[src/rtl/cbe_pkg.sv]
// constants, state codes and field layout for the channel-access backoff engine
// Behaviour
// - with channel access enabled, assess the channel before each transmission
// - busy or idle comes from the receiver's threshold-compared carrier sense
// - sample carrier sense once per sense interval across the listen span
// - each busy assessment below the limit increments retry count on entering backoff
// - at the retry limit abandon transmission and raise the backoff-limit event
// - during backoff wait stay asleep with the receiver off
// - persistent mode skips backoff and keeps sensing until idle or abort
// - backoff delay is a random count of backoff units from zero to window
// - contention window doubles with every backoff retry
// - optional seed reload at procedure start; else generator keeps its own state
// - channel-access enable is protocol config bit 11, sampled per transmission
// - persistent-sense enable is protocol config bit 9
// - six-bit backoff unit scale sets the length of one backoff unit
// - sense interval code 0..3 selects 64, 128, 256, 512 bit periods
// - listen span is a 1..15 count of sense intervals
// - three-bit field gives the maximum number of backoff retries
// - backoff timer counts ticks of the 34.7 kHz low-power clock
// - abort command 0x67 leaves transmit or receive and returns to ready
package cbe_pkg;
    localparam int unsigned CBE_CFG_W         = 16;
    localparam int unsigned CBE_ACCESS_EN_BIT = 11;
    localparam int unsigned CBE_PERSIST_BIT   = 9;
    localparam int unsigned CBE_SEED_W        = 16;
    localparam int unsigned CBE_BYTE_W        = 8;
    localparam int unsigned CBE_SCALE_W       = 6;
    localparam int unsigned CBE_PERIOD_W      = 2;
    localparam int unsigned CBE_LISTEN_W      = 4;
    localparam int unsigned CBE_RETRY_W       = 3;
    localparam int unsigned CBE_BITCNT_W      = 10;
    localparam int unsigned CBE_DELAY_W       = 8;
    localparam int unsigned CBE_CMD_W         = 8;

    localparam logic [CBE_CMD_W-1:0]    CBE_CMD_ABORT     = 8'h67;
    localparam logic [CBE_BITCNT_W-1:0] CBE_BASE_INTERVAL = 10'h040;
    localparam logic [CBE_BITCNT_W-1:0] CBE_BITCNT_ONE    = 10'h001;
    localparam logic [CBE_SEED_W-1:0]   CBE_LFSR_RESET    = 16'hACE1;
    localparam int unsigned CBE_TAP_A = 15;
    localparam int unsigned CBE_TAP_B = 13;
    localparam int unsigned CBE_TAP_C = 12;
    localparam int unsigned CBE_TAP_D = 10;

    typedef enum logic [3:0] {
        CBE_ST_IDLE    = 4'b0001,
        CBE_ST_SENSE   = 4'b0010,
        CBE_ST_BACKOFF = 4'b0100,
        CBE_ST_TX      = 4'b1000
    } cbe_state_t;
endpackage

[src/rtl/cbe_engine.sv]
// channel-access engine: clear channel assessment and random backoff before transmit
`timescale 1ns/10ps
module cbe_engine #(
    parameter int unsigned RETRY_W  = cbe_pkg::CBE_RETRY_W,
    parameter int unsigned SCALE_W  = cbe_pkg::CBE_SCALE_W,
    parameter int unsigned LISTEN_W = cbe_pkg::CBE_LISTEN_W
) (
    input  wire logic                              clk_in,
    input  wire logic                              rst_b_in,
    input  wire logic [cbe_pkg::CBE_CFG_W-1:0]     protocol_config_in,
    input  wire logic                              seed_reload_enable_in,
    input  wire logic [cbe_pkg::CBE_BYTE_W-1:0]    backoff_seed_high_in,
    input  wire logic [cbe_pkg::CBE_BYTE_W-1:0]    backoff_seed_low_in,
    input  wire logic [SCALE_W-1:0]                backoff_unit_scale_in,
    input  wire logic [cbe_pkg::CBE_PERIOD_W-1:0]  sense_interval_code_in,
    input  wire logic [LISTEN_W-1:0]               listen_span_count_in,
    input  wire logic [RETRY_W-1:0]                retry_limit_value_in,
    input  wire logic                              tx_request_in,
    input  wire logic                              tx_done_in,
    input  wire logic                              command_valid_in,
    input  wire logic [cbe_pkg::CBE_CMD_W-1:0]     command_code_in,
    input  wire logic                              bit_tick_in,
    input  wire logic                              carrier_sense_in,
    input  wire logic                              rc_clock_in,
    output logic                                   rx_enable_out,
    output logic                                   sleep_out,
    output logic                                   tx_active_out,
    output logic                                   tx_start_out,
    output logic                                   backoff_limit_event_out,
    output logic [RETRY_W-1:0]                     retry_count_out
);
    import cbe_pkg::*;

    // the delay counter and window mask are sized for the default retry width
    if (RETRY_W != CBE_RETRY_W || SCALE_W != CBE_SCALE_W || LISTEN_W != CBE_LISTEN_W) begin : g_chk
        $error("cbe_engine: unsupported field width");
    end

    function automatic logic [CBE_DELAY_W-1:0] window_mask(input logic [RETRY_W-1:0] n);
        logic [CBE_DELAY_W:0] one;
        one = {{CBE_DELAY_W{1'b0}}, 1'b1};
        window_mask = CBE_DELAY_W'((one << n) - one);
    endfunction

    // reset release through two flops
    logic rst_meta_q;
    logic rst_sync_q;
    always_ff @(posedge clk_in or negedge rst_b_in) begin
        if (!rst_b_in) begin
            rst_meta_q <= 1'b0;
            rst_sync_q <= 1'b0;
        end else begin
            rst_meta_q <= 1'b1;
            rst_sync_q <= rst_meta_q;
        end
    end
    wire rst_n = rst_sync_q;

    // low-power clock arrives as a pin; only its synchronised edge is used
    logic rc_meta_q;
    logic rc_sync_q;
    logic rc_prev_q;
    always_ff @(posedge clk_in or negedge rst_n) begin
        if (!rst_n) begin
            rc_meta_q <= 1'b0;
            rc_sync_q <= 1'b0;
            rc_prev_q <= 1'b0;
        end else begin
            rc_meta_q <= rc_clock_in;
            rc_sync_q <= rc_meta_q;
            rc_prev_q <= rc_sync_q;
        end
    end
    wire rc_tick = rc_sync_q & ~rc_prev_q;

    // state and datapath registers
    cbe_state_t               state_q,     state_d;
    logic [CBE_BITCNT_W-1:0]  bit_cnt_q,   bit_cnt_d;
    logic [LISTEN_W-1:0]      listen_q,    listen_d;
    logic                     busy_seen_q, busy_seen_d;
    logic [RETRY_W-1:0]       retry_q,     retry_d;
    logic [CBE_DELAY_W-1:0]   delay_q,     delay_d;
    logic [SCALE_W-1:0]       unit_cnt_q,  unit_cnt_d;
    logic [CBE_SEED_W-1:0]    lfsr_q,      lfsr_d;
    logic                     persist_q,   persist_d;
    logic                     start_q,     start_d;
    logic                     limit_q,     limit_d;

    // decoding
    wire cmd_abort  = command_valid_in && (command_code_in == CBE_CMD_ABORT);
    wire access_en  = protocol_config_in[CBE_ACCESS_EN_BIT];
    wire persist_en = protocol_config_in[CBE_PERSIST_BIT];
    wire [CBE_SEED_W-1:0] seed_word = {backoff_seed_high_in, backoff_seed_low_in};
    wire [CBE_BITCNT_W-1:0] interval_last =
        (CBE_BASE_INTERVAL << sense_interval_code_in) - CBE_BITCNT_ONE;
    wire [LISTEN_W-1:0] listen_last = (listen_span_count_in == '0) ? '0 :
        listen_span_count_in - LISTEN_W'(1);
    wire [SCALE_W-1:0] unit_last = (backoff_unit_scale_in == '0) ? '0 :
        backoff_unit_scale_in - SCALE_W'(1);
    wire lfsr_fb = lfsr_q[CBE_TAP_A] ^ lfsr_q[CBE_TAP_B] ^
                   lfsr_q[CBE_TAP_C] ^ lfsr_q[CBE_TAP_D];
    wire [CBE_SEED_W-1:0] lfsr_step = {lfsr_q[CBE_SEED_W-2:0], lfsr_fb};
    wire in_sense   = (state_q == CBE_ST_SENSE);
    wire sample_now = in_sense && bit_tick_in && (bit_cnt_q == interval_last);
    wire span_done  = sample_now && (listen_q == listen_last);
    wire chan_busy  = busy_seen_q | carrier_sense_in;
    wire at_limit   = (retry_q == retry_limit_value_in);
    wire [RETRY_W-1:0] retry_next = retry_q + RETRY_W'(1);
    wire unit_end   = rc_tick && (unit_cnt_q == unit_last);

    always_comb begin
        state_d     = state_q;
        bit_cnt_d   = bit_cnt_q;
        listen_d    = listen_q;
        busy_seen_d = busy_seen_q;
        retry_d     = retry_q;
        delay_d     = delay_q;
        unit_cnt_d  = unit_cnt_q;
        lfsr_d      = lfsr_q;
        persist_d   = persist_q;
        start_d     = 1'b0;
        limit_d     = 1'b0;
        case (state_q)
            CBE_ST_IDLE: begin
                if (tx_request_in) begin
                    if (access_en) begin
                        state_d     = CBE_ST_SENSE;
                        persist_d   = persist_en;
                        retry_d     = '0;
                        bit_cnt_d   = '0;
                        listen_d    = '0;
                        busy_seen_d = 1'b0;
                        // a zero seed would lock the generator; host must avoid it
                        if (seed_reload_enable_in) begin
                            lfsr_d = seed_word;
                        end
                    end else begin
                        state_d = CBE_ST_TX;
                        start_d = 1'b1;
                    end
                end
            end
            CBE_ST_SENSE: begin
                if (cmd_abort) begin
                    state_d = CBE_ST_IDLE;
                end else if (bit_tick_in) begin
                    bit_cnt_d = sample_now ? '0 : bit_cnt_q + CBE_BITCNT_ONE;
                    if (sample_now) begin
                        busy_seen_d = chan_busy;
                        listen_d    = listen_q + LISTEN_W'(1);
                    end
                    if (span_done) begin
                        listen_d    = '0;
                        busy_seen_d = 1'b0;
                        if (!chan_busy) begin
                            state_d = CBE_ST_TX;
                            start_d = 1'b1;
                        end else if (persist_q) begin
                            state_d = CBE_ST_SENSE;
                        end else if (at_limit) begin
                            state_d = CBE_ST_IDLE;
                            limit_d = 1'b1;
                        end else begin
                            state_d    = CBE_ST_BACKOFF;
                            retry_d    = retry_next;
                            delay_d    = lfsr_q[CBE_DELAY_W-1:0] &
                                         window_mask(retry_next);
                            lfsr_d     = lfsr_step;
                            unit_cnt_d = '0;
                        end
                    end
                end
            end
            CBE_ST_BACKOFF: begin
                if (cmd_abort) begin
                    state_d = CBE_ST_IDLE;
                end else if (delay_q == '0) begin
                    state_d   = CBE_ST_SENSE;
                    bit_cnt_d = '0;
                    listen_d  = '0;
                end else if (rc_tick) begin
                    unit_cnt_d = unit_end ? '0 : unit_cnt_q + SCALE_W'(1);
                    if (unit_end) begin
                        delay_d = delay_q - CBE_DELAY_W'(1);
                    end
                end
            end
            CBE_ST_TX: begin
                if (cmd_abort || tx_done_in) begin
                    state_d = CBE_ST_IDLE;
                end
            end
            default: begin
                state_d = CBE_ST_IDLE;
            end
        endcase
    end

    always_ff @(posedge clk_in or negedge rst_n) begin
        if (!rst_n) begin
            state_q     <= CBE_ST_IDLE;
            bit_cnt_q   <= '0;
            listen_q    <= '0;
            busy_seen_q <= 1'b0;
            retry_q     <= '0;
            delay_q     <= '0;
            unit_cnt_q  <= '0;
            lfsr_q      <= CBE_LFSR_RESET;
            persist_q   <= 1'b0;
            start_q     <= 1'b0;
            limit_q     <= 1'b0;
        end else begin
            state_q     <= state_d;
            bit_cnt_q   <= bit_cnt_d;
            listen_q    <= listen_d;
            busy_seen_q <= busy_seen_d;
            retry_q     <= retry_d;
            delay_q     <= delay_d;
            unit_cnt_q  <= unit_cnt_d;
            lfsr_q      <= lfsr_d;
            persist_q   <= persist_d;
            start_q     <= start_d;
            limit_q     <= limit_d;
        end
    end

    // outputs come straight from the state, pulse and retry count flops
    assign rx_enable_out           = state_q[1];
    assign sleep_out               = state_q[2];
    assign tx_active_out           = state_q[3];
    assign tx_start_out            = start_q;
    assign backoff_limit_event_out = limit_q;
    assign retry_count_out         = retry_q;
endmodule

[config.mk]
export PLATFORM = sky130hd
export DESIGN_NAME = cbe_engine
export DESIGN_NICKNAME = d
export VERILOG_FILES = /design/src/rtl/cbe_pkg.sv /design/src/rtl/cbe_engine.sv
export SDC_FILE = /design/constraint.sdc
export NUM_CORES = 1
export LEC_CHECK = 0
export BUFFER_PORTS_ARGS = -buffer_cell sky130_fd_sc_hd__clkbuf_2
export CAP_MARGIN = 30
export CORE_MARGIN = 8
export CORE_UTILIZATION = 60
export CTS_CLUSTER_SIZE = 14
export DETAILED_ROUTE_END_ITERATION = 10
export PLACE_DENSITY = 0.93
export REMOVE_ABC_BUFFERS = 1
export SLEW_MARGIN = 40
export SYNTH_ARGS = -nofsm -noshare
export SYNTH_HDL_FRONTEND = slang
export SYNTH_SLANG_ARGS = --single-unit
export TNS_END_PERCENT = 20
[constraint.sdc]
create_clock -name clk_in -period 4.5 [get_ports clk_in]
set_clock_uncertainty 0.1 [all_clocks]
set_input_delay 1.35 -clock clk_in [delete_from_list [all_inputs] [get_ports clk_in]]
set_output_delay 1.35 -clock clk_in [all_outputs]
set_load 0.01 [all_outputs]
* Yosys cells after proc, flatten, opt, wreduce, memory -nomap -nowiden *
Index checks and enable logic that the tools add are counted.
W data, S select, Z words.

operators by class
  add/subtract/negate cells = 9
  eq/ne operators = 28
  shift-type cells = 2
  multiplexer cells = 93
  bitwise operators = 7
  reduce and logical (&&, ||, !) cells = 21

operator list
  operator                 number
  $mux W16                 9
  $mux W8                  10
  $mux W4                  18
  $mux W10                 7
  $mux W6                  11
  $pmux W16 S2             1
  $mux W3                  10
  $pmux W10 S3             1
  $ne A2 B2 Y1 const B     13
  $reduce_and A10 Y1       2
  $mux W1                  19
  $pmux W4 S4              1
  $pmux W8 S2              1
  $sub A8 B1 Y8 const B    2
  $pmux W4 S3              1
  $pmux W6 S2              1
  $reduce_and A11 Y1       1
  $add A10 B1 Y10 const B  1
  $eq A10 B10 Y1           1
  $shl A7 B2 Y10 const A   1
  $sub A10 B1 Y10 const B  1
  $reduce_and A9 Y1        1
  $and A8 B8 Y8            1
  $eq A8 B7 Y1 const B     1
  35 further kinds         45

word-level totals
  flip-flop bits (word level) = 60
  input bits = 64
  output and inout bits = 8
  word-level logic and storage cells = 176

* Depth between registers and ports, before layout *
  depth in word-level cells = 11
  mapped depth = 10
  mapped depth without buffers = 10

* Worst setup path after synthesis *
Ideal clock, no wire load.

  path kind = input to register
  from = in command_code_in[3] in the netlist's numbering
  to = reg lfsr_q[12]
  library setup time = 128 ps
  data arrival time = 3299 ps
  required time = 4272 ps
  setup slack = 973 ps
  stages on the path = 8
  path buffers = 1
  cells stage by stage = or3b_1 o41ai_1 a22oi_1 nor2_1 nor3_1 o21ai_1 buf_2 mux2_1

between the ends
  cells in the longest elaborated chain, start to end = 4

RTL lines
  what                          RTL line           RTL
  start, declared               cbe_engine.sv:21   input wire logic [cbe_pkg::CBE_CMD_W-1:0] command_code_in,
  $eq A8 B7 Y1                  cbe_engine.sv:90   wire cmd_abort = command_valid_in && (command_code_in == CBE_CMD_ABORT);
  $logic_and A1 B1 Y1           cbe_engine.sv:90
  $ne A2 B2 Y1 (no line)        n/a
  $reduce_and A10 Y1 (no line)  n/a
  end signal, assigned          cbe_engine.sv:220  lfsr_q <= lfsr_d;
  end, declared                 cbe_engine.sv:84   logic [CBE_SEED_W-1:0] lfsr_q, lfsr_d;

Every way passes these cells.
A chain may end at the register's enable or synchronous reset.

* Worst setup path in the final report *
  from = in backoff_unit_scale_in[0]
  to = reg unit_cnt_q[4]

between the ends
  cells in the longest elaborated chain, start to end = 9
  elaborated cells on any way between the ends = 10
  classes of those cells = add/sub: 1; eq/ne: 1; mux: 6; reduce/logical: 2

RTL lines
  what                                               RTL line                            RTL
  start, declared                                    cbe_engine.sv:14                    input wire logic [SCALE_W-1:0] backoff_unit_scale_in,
  $sub A6 B1 Y6 or $logic_not A6 Y1 (tied branches)  cbe_engine.sv:99, cbe_engine.sv:98
  $mux W6 *                                          cbe_engine.sv:98                    wire [SCALE_W-1:0] unit_last = (backoff_unit_scale_in == '0) ? '0 :
  $eq A6 B6 Y1 *                                     cbe_engine.sv:109                   wire unit_end = rc_tick && (unit_cnt_q == unit_last);
  $logic_and A1 B1 Y1 *                              cbe_engine.sv:109
  $mux W6 *                                          cbe_engine.sv:182                   unit_cnt_d = unit_end ? '0 : unit_cnt_q + SCALE_W'(1);
  $mux W6 *                                          cbe_engine.sv:181                   end else if (rc_tick) begin
  $mux W6 *                                          cbe_engine.sv:177                   end else if (delay_q == '0) begin
  $mux W6 *                                          cbe_engine.sv:175                   if (cmd_abort) begin
  $pmux W6 S2 *                                      cbe_engine.sv:123                   case (state_q)
  end signal, assigned                               cbe_engine.sv:219                   unit_cnt_q <= unit_cnt_d;
  end, declared                                      cbe_engine.sv:83                    logic [SCALE_W-1:0] unit_cnt_q, unit_cnt_d;

Every way passes the cells marked *; elsewhere a longest branch is shown, timed or not. The select of a mux whose other input is x is not followed.

==> impl_metrics.csv <==
group,metric,value,unit
worst_hold_path,hp-class,"reg2reg",
clocking,clk_latency,0.34,ns
timing,rsz0062_at_grt,"no",
power,power.internal,0.00119,W
timing,relSlewSlack,0.488,
routing,drt_iter0_markers,211,
place,port_buffers,57,
grt,grt_pass1_vias,3762,
synthesis,synth_area,3980,µm²
clocking,htreeDepth,3,
grt,grt_pass1_wl,16.4,mm
synthesis,synth_edf_count,0,
routing,wl,9.66,mm
finish,fin_util,0.707,
finish,fillers,473,
critical_path,cp_data_required_time,4.63,ns
clocking,numCtsBuffers,9,
power,p_switching,0.000632,W
synthesis,synth_area_per_cell,8.63,µm²
synthesis,ys_seq_area_frac,0.380,
clocking,clock-sinks,60,
grt,overflow,0,
clocking,cts_resized,0,
routing,ant_nets,0,
power,combPwrFrac,0.318,
timing,worstMarginPinSlew,0.767,ns
routing,drt-pass1-iter-count,4,
routing,viasPerCell,6.04,
synthesis,ys_seq_elements,60,
floorplan,die_width,97.4,µm
finish,layout-drive-gt1-share,0.206,
timing,hold_viol,0,
power,leakage,2.12,nW
timing,max_freq,269,MHz
clocking,cts_hold_buf,0,
place,globalplace.congestion,0.915,
finish,layout_commonest_cell,"nand2_1",
finish,n_antenna_cell,0,
clocking,postCtsSetupBuffers,0,
place,hpwl,7.21,mm
critical_path,start_kind,"input pin",
routing,vias,3637,
routing,routedWlPerCell,16.0,µm
synthesis,async_reset_ff_frac,1.00,
power,powerDensity,403,nW/µm²
synthesis,yosysWarnings,0,
finish,nets,596,
power,seqPwrFrac,0.434,
floorplan,rows,29,
floorplan,ios,72,
clocking,cts-root-buf,"clkbuf_8",
finish,syn_to_final_growth,13.6,%
critical_path,crit_path_end_kind,"register",
timing,final_max_slew_viol_count,0,
power,peakVddDrop,280,µV
place,dp_slack,0.474,ns
grt,grt_max_degree,59,
timing,setup_viol_count_final,0,
timing,postLayoutSetupSlackWorst,0.783,ns
clocking,cts.reportedPaths.clkPinSlew,0.07,ns
finish,final_cell_mix,"nand2_1, clkbuf_2, dfrtp_1",
power,p_clk_frac,0.247,
timing,fin_crit,3.72,ns
routing,drc,0,
power,swShare,0.347,
floorplan,initial_core_util,0.623,
timing,final.setup.tns,0,ns
flow_run,maxCapViolCount,0,
timing,min_period_over_period,0.826,
floorplan,fp.coreArea,6390,µm²
clocking,cts_tree,"yes",
synthesis,syn_inst,461,
floorplan,die_h,97.4,µm
synthesis,synth_cell_types,69,
critical_path,cp.arrival,3.84,ns
grt,antenna_found_initial,0,
critical_path,cp_max_fo,10,
synthesis,ys.flop_type,"dfrtp_1",
grt,grt_usage,0.203,
critical_path,worstSetupPathType,"in2reg",
clocking,clockBufferDepth,2,
floorplan,dieArea,9490,µm²
run_status,outcome,"finished, final reports clean",
per-stage QoR:
| stage | total power (W) | hold slack [ns] | instance area, µm² | instances |
|---|---|---|---|---|
| 5_1_grt | 0.00193 | 0.270 | 4520 | 602 |
| 3_5_place_dp | 0.00137 | 0.245 | 4330 | 586 |
| 2_1_floorplan | 0.00120 | 0.231 | 3910 | 446 |
| 3_3_place_gp | 0.00133 | 0.233 | 4330 | 586 |
| 6_report | 0.00182 | 0.266 | 4520 | 602 |
| 4_1_cts | 0.00182 | 0.257 | 4520 | 602 |
cells by family (layout without fill, tap and decap cells):
group | after synthesis | count (layout) | synth area share
compound gates | 112 | 112 | 0.195
mux | 20 | 20 | 0.0560
other cells | 1 | 1 | 0.000943
flops | 60 | 60 | 0.380
simple gates | 216 | 216 | 0.271
fa+ha+maj | 12 | 12 | 0.0378
xor+xnor | 14 | 14 | 0.0308
buf+inv | 26 | 90 | 0.0280
final cells by class:
cell class	instances	area, µm²	area share
Multi-Input combinational cell	375	2350	0.521
Clock inverter	2	10.0	0.00222
Sequential cell	60	1510	0.335
Timing Repair Buffer	63	330	0.0731
Clock buffer	14	173	0.0382
Inverter	11	41.3	0.00914
Tap cell	77	96.3	0.0213
critical path, stage by stage:
cell      delay (ns)
clkbuf_2        0.13
inv_1           0.05
ha_1            0.26
xor2_1          0.17
or3b_2          0.44
a32oi_1         0.23
nand4b_1        0.39
and2_1          0.36
and2_1          0.23
a22o_1          0.23
cells in the mapped netlist, types with 2 or more instances:
master	instances	share of area
ha_1	12	0.038
o31ai_1	4	0.0076
a2111oi_0	2	0.0044
o21ai_1	13	0.016
o21ai_0	29	0.037
nand4b_1	2	0.0044
o21a_1	3	0.0057
mux2_1	10	0.028
a22oi_1	2	0.0038
o2bb2ai_1	4	0.0088
mux2_2	8	0.023
o22a_1	3	0.0066
o211ai_1	2	0.0038
nand2_1	80	0.076
inv_1	11	0.010
nand2b_1	14	0.022
or4_1	2	0.0038
a21oi_1	17	0.021
a22o_1	8	0.018
clkbuf_1	8	0.0076
buf_2	5	0.0063
dfstp_2	9	0.059
or3_1	4	0.0063
dfrtp_1	51	0.32
nor3_1	13	0.016
nor3b_1	5	0.0094
o41ai_1	2	0.0044
and3b_1	2	0.0044
and3_1	9	0.014
a21bo_2	2	0.0050
mux2i_1	2	0.0050
xnor2_1	7	0.015
o211a_1	3	0.0076
nor4b_1	2	0.0044
nor2_1	39	0.037
and2_1	6	0.0094
nand3_1	19	0.024
o21bai_1	3	0.0057
o31ai_2	2	0.0063
nor4_1	3	0.0047
xor2_1	7	0.015
nor2b_1	5	0.0079
power by group through the flow:
| stage | registers [W] | clock network (W) | logic (W) |
|---|---|---|---|
| finish | 0.000791 | 0.000451 | 0.000580 |
| global route | 0.000806 | 0.000478 | 0.000649 |
| CTS | 0.000788 | 0.000456 | 0.000580 |
| detailed placement | 0.000795 | 0 | 0.000577 |
| global placement | 0.000786 | 0 | 0.000541 |
| floorplan | 0.000774 | 0 | 0.000426 |
per-layer routing:
| metal | track usage | wire length (µm) |
|---|---|---|
| met4 | 0.0851 | 176 |
| met2 | 0.377 | 5110 |
| met3 | 0.0455 | 600 |
| met1 | 0.213 | 3780 |
| met5 | 0 | 0 |
flip-flops by register name, summed over array words and instances, names as in the netlist:
name                     count
listen_q                     4
persist_q                    1
delay_q                      8
bit_cnt_q                   10
rst_n                        1
state_q                      4
tx_start_out                 1
unit_cnt_q                   6
rc_meta_q                    1
rst_meta_q                   1
busy_seen_q                  1
rc_prev_q                    1
retry_count_out              3
backoff_limit_event_out      1
lfsr_q                      16
rc_sync_q                    1
worst paths after layout:
path                                          startpoint            end  slack, ns  cells after the start
min in group asynchronous                          rst_n    listen_q[0]       0.31                      1
worst min register to register                 rc_meta_q      rc_sync_q       0.27                      0
max in group asynchronous                          rst_n     delay_q[1]       3.49                      1
worst min-delay path                           rc_meta_q      rc_sync_q       0.27                      0
worst max-delay path            backoff_unit_scale_in[0]  unit_cnt_q[4]       0.78                     10
worst max register to register              bit_cnt_q[0]     delay_q[3]       1.35                      9
No activity file was read; power rests on OpenSTA's default activity.
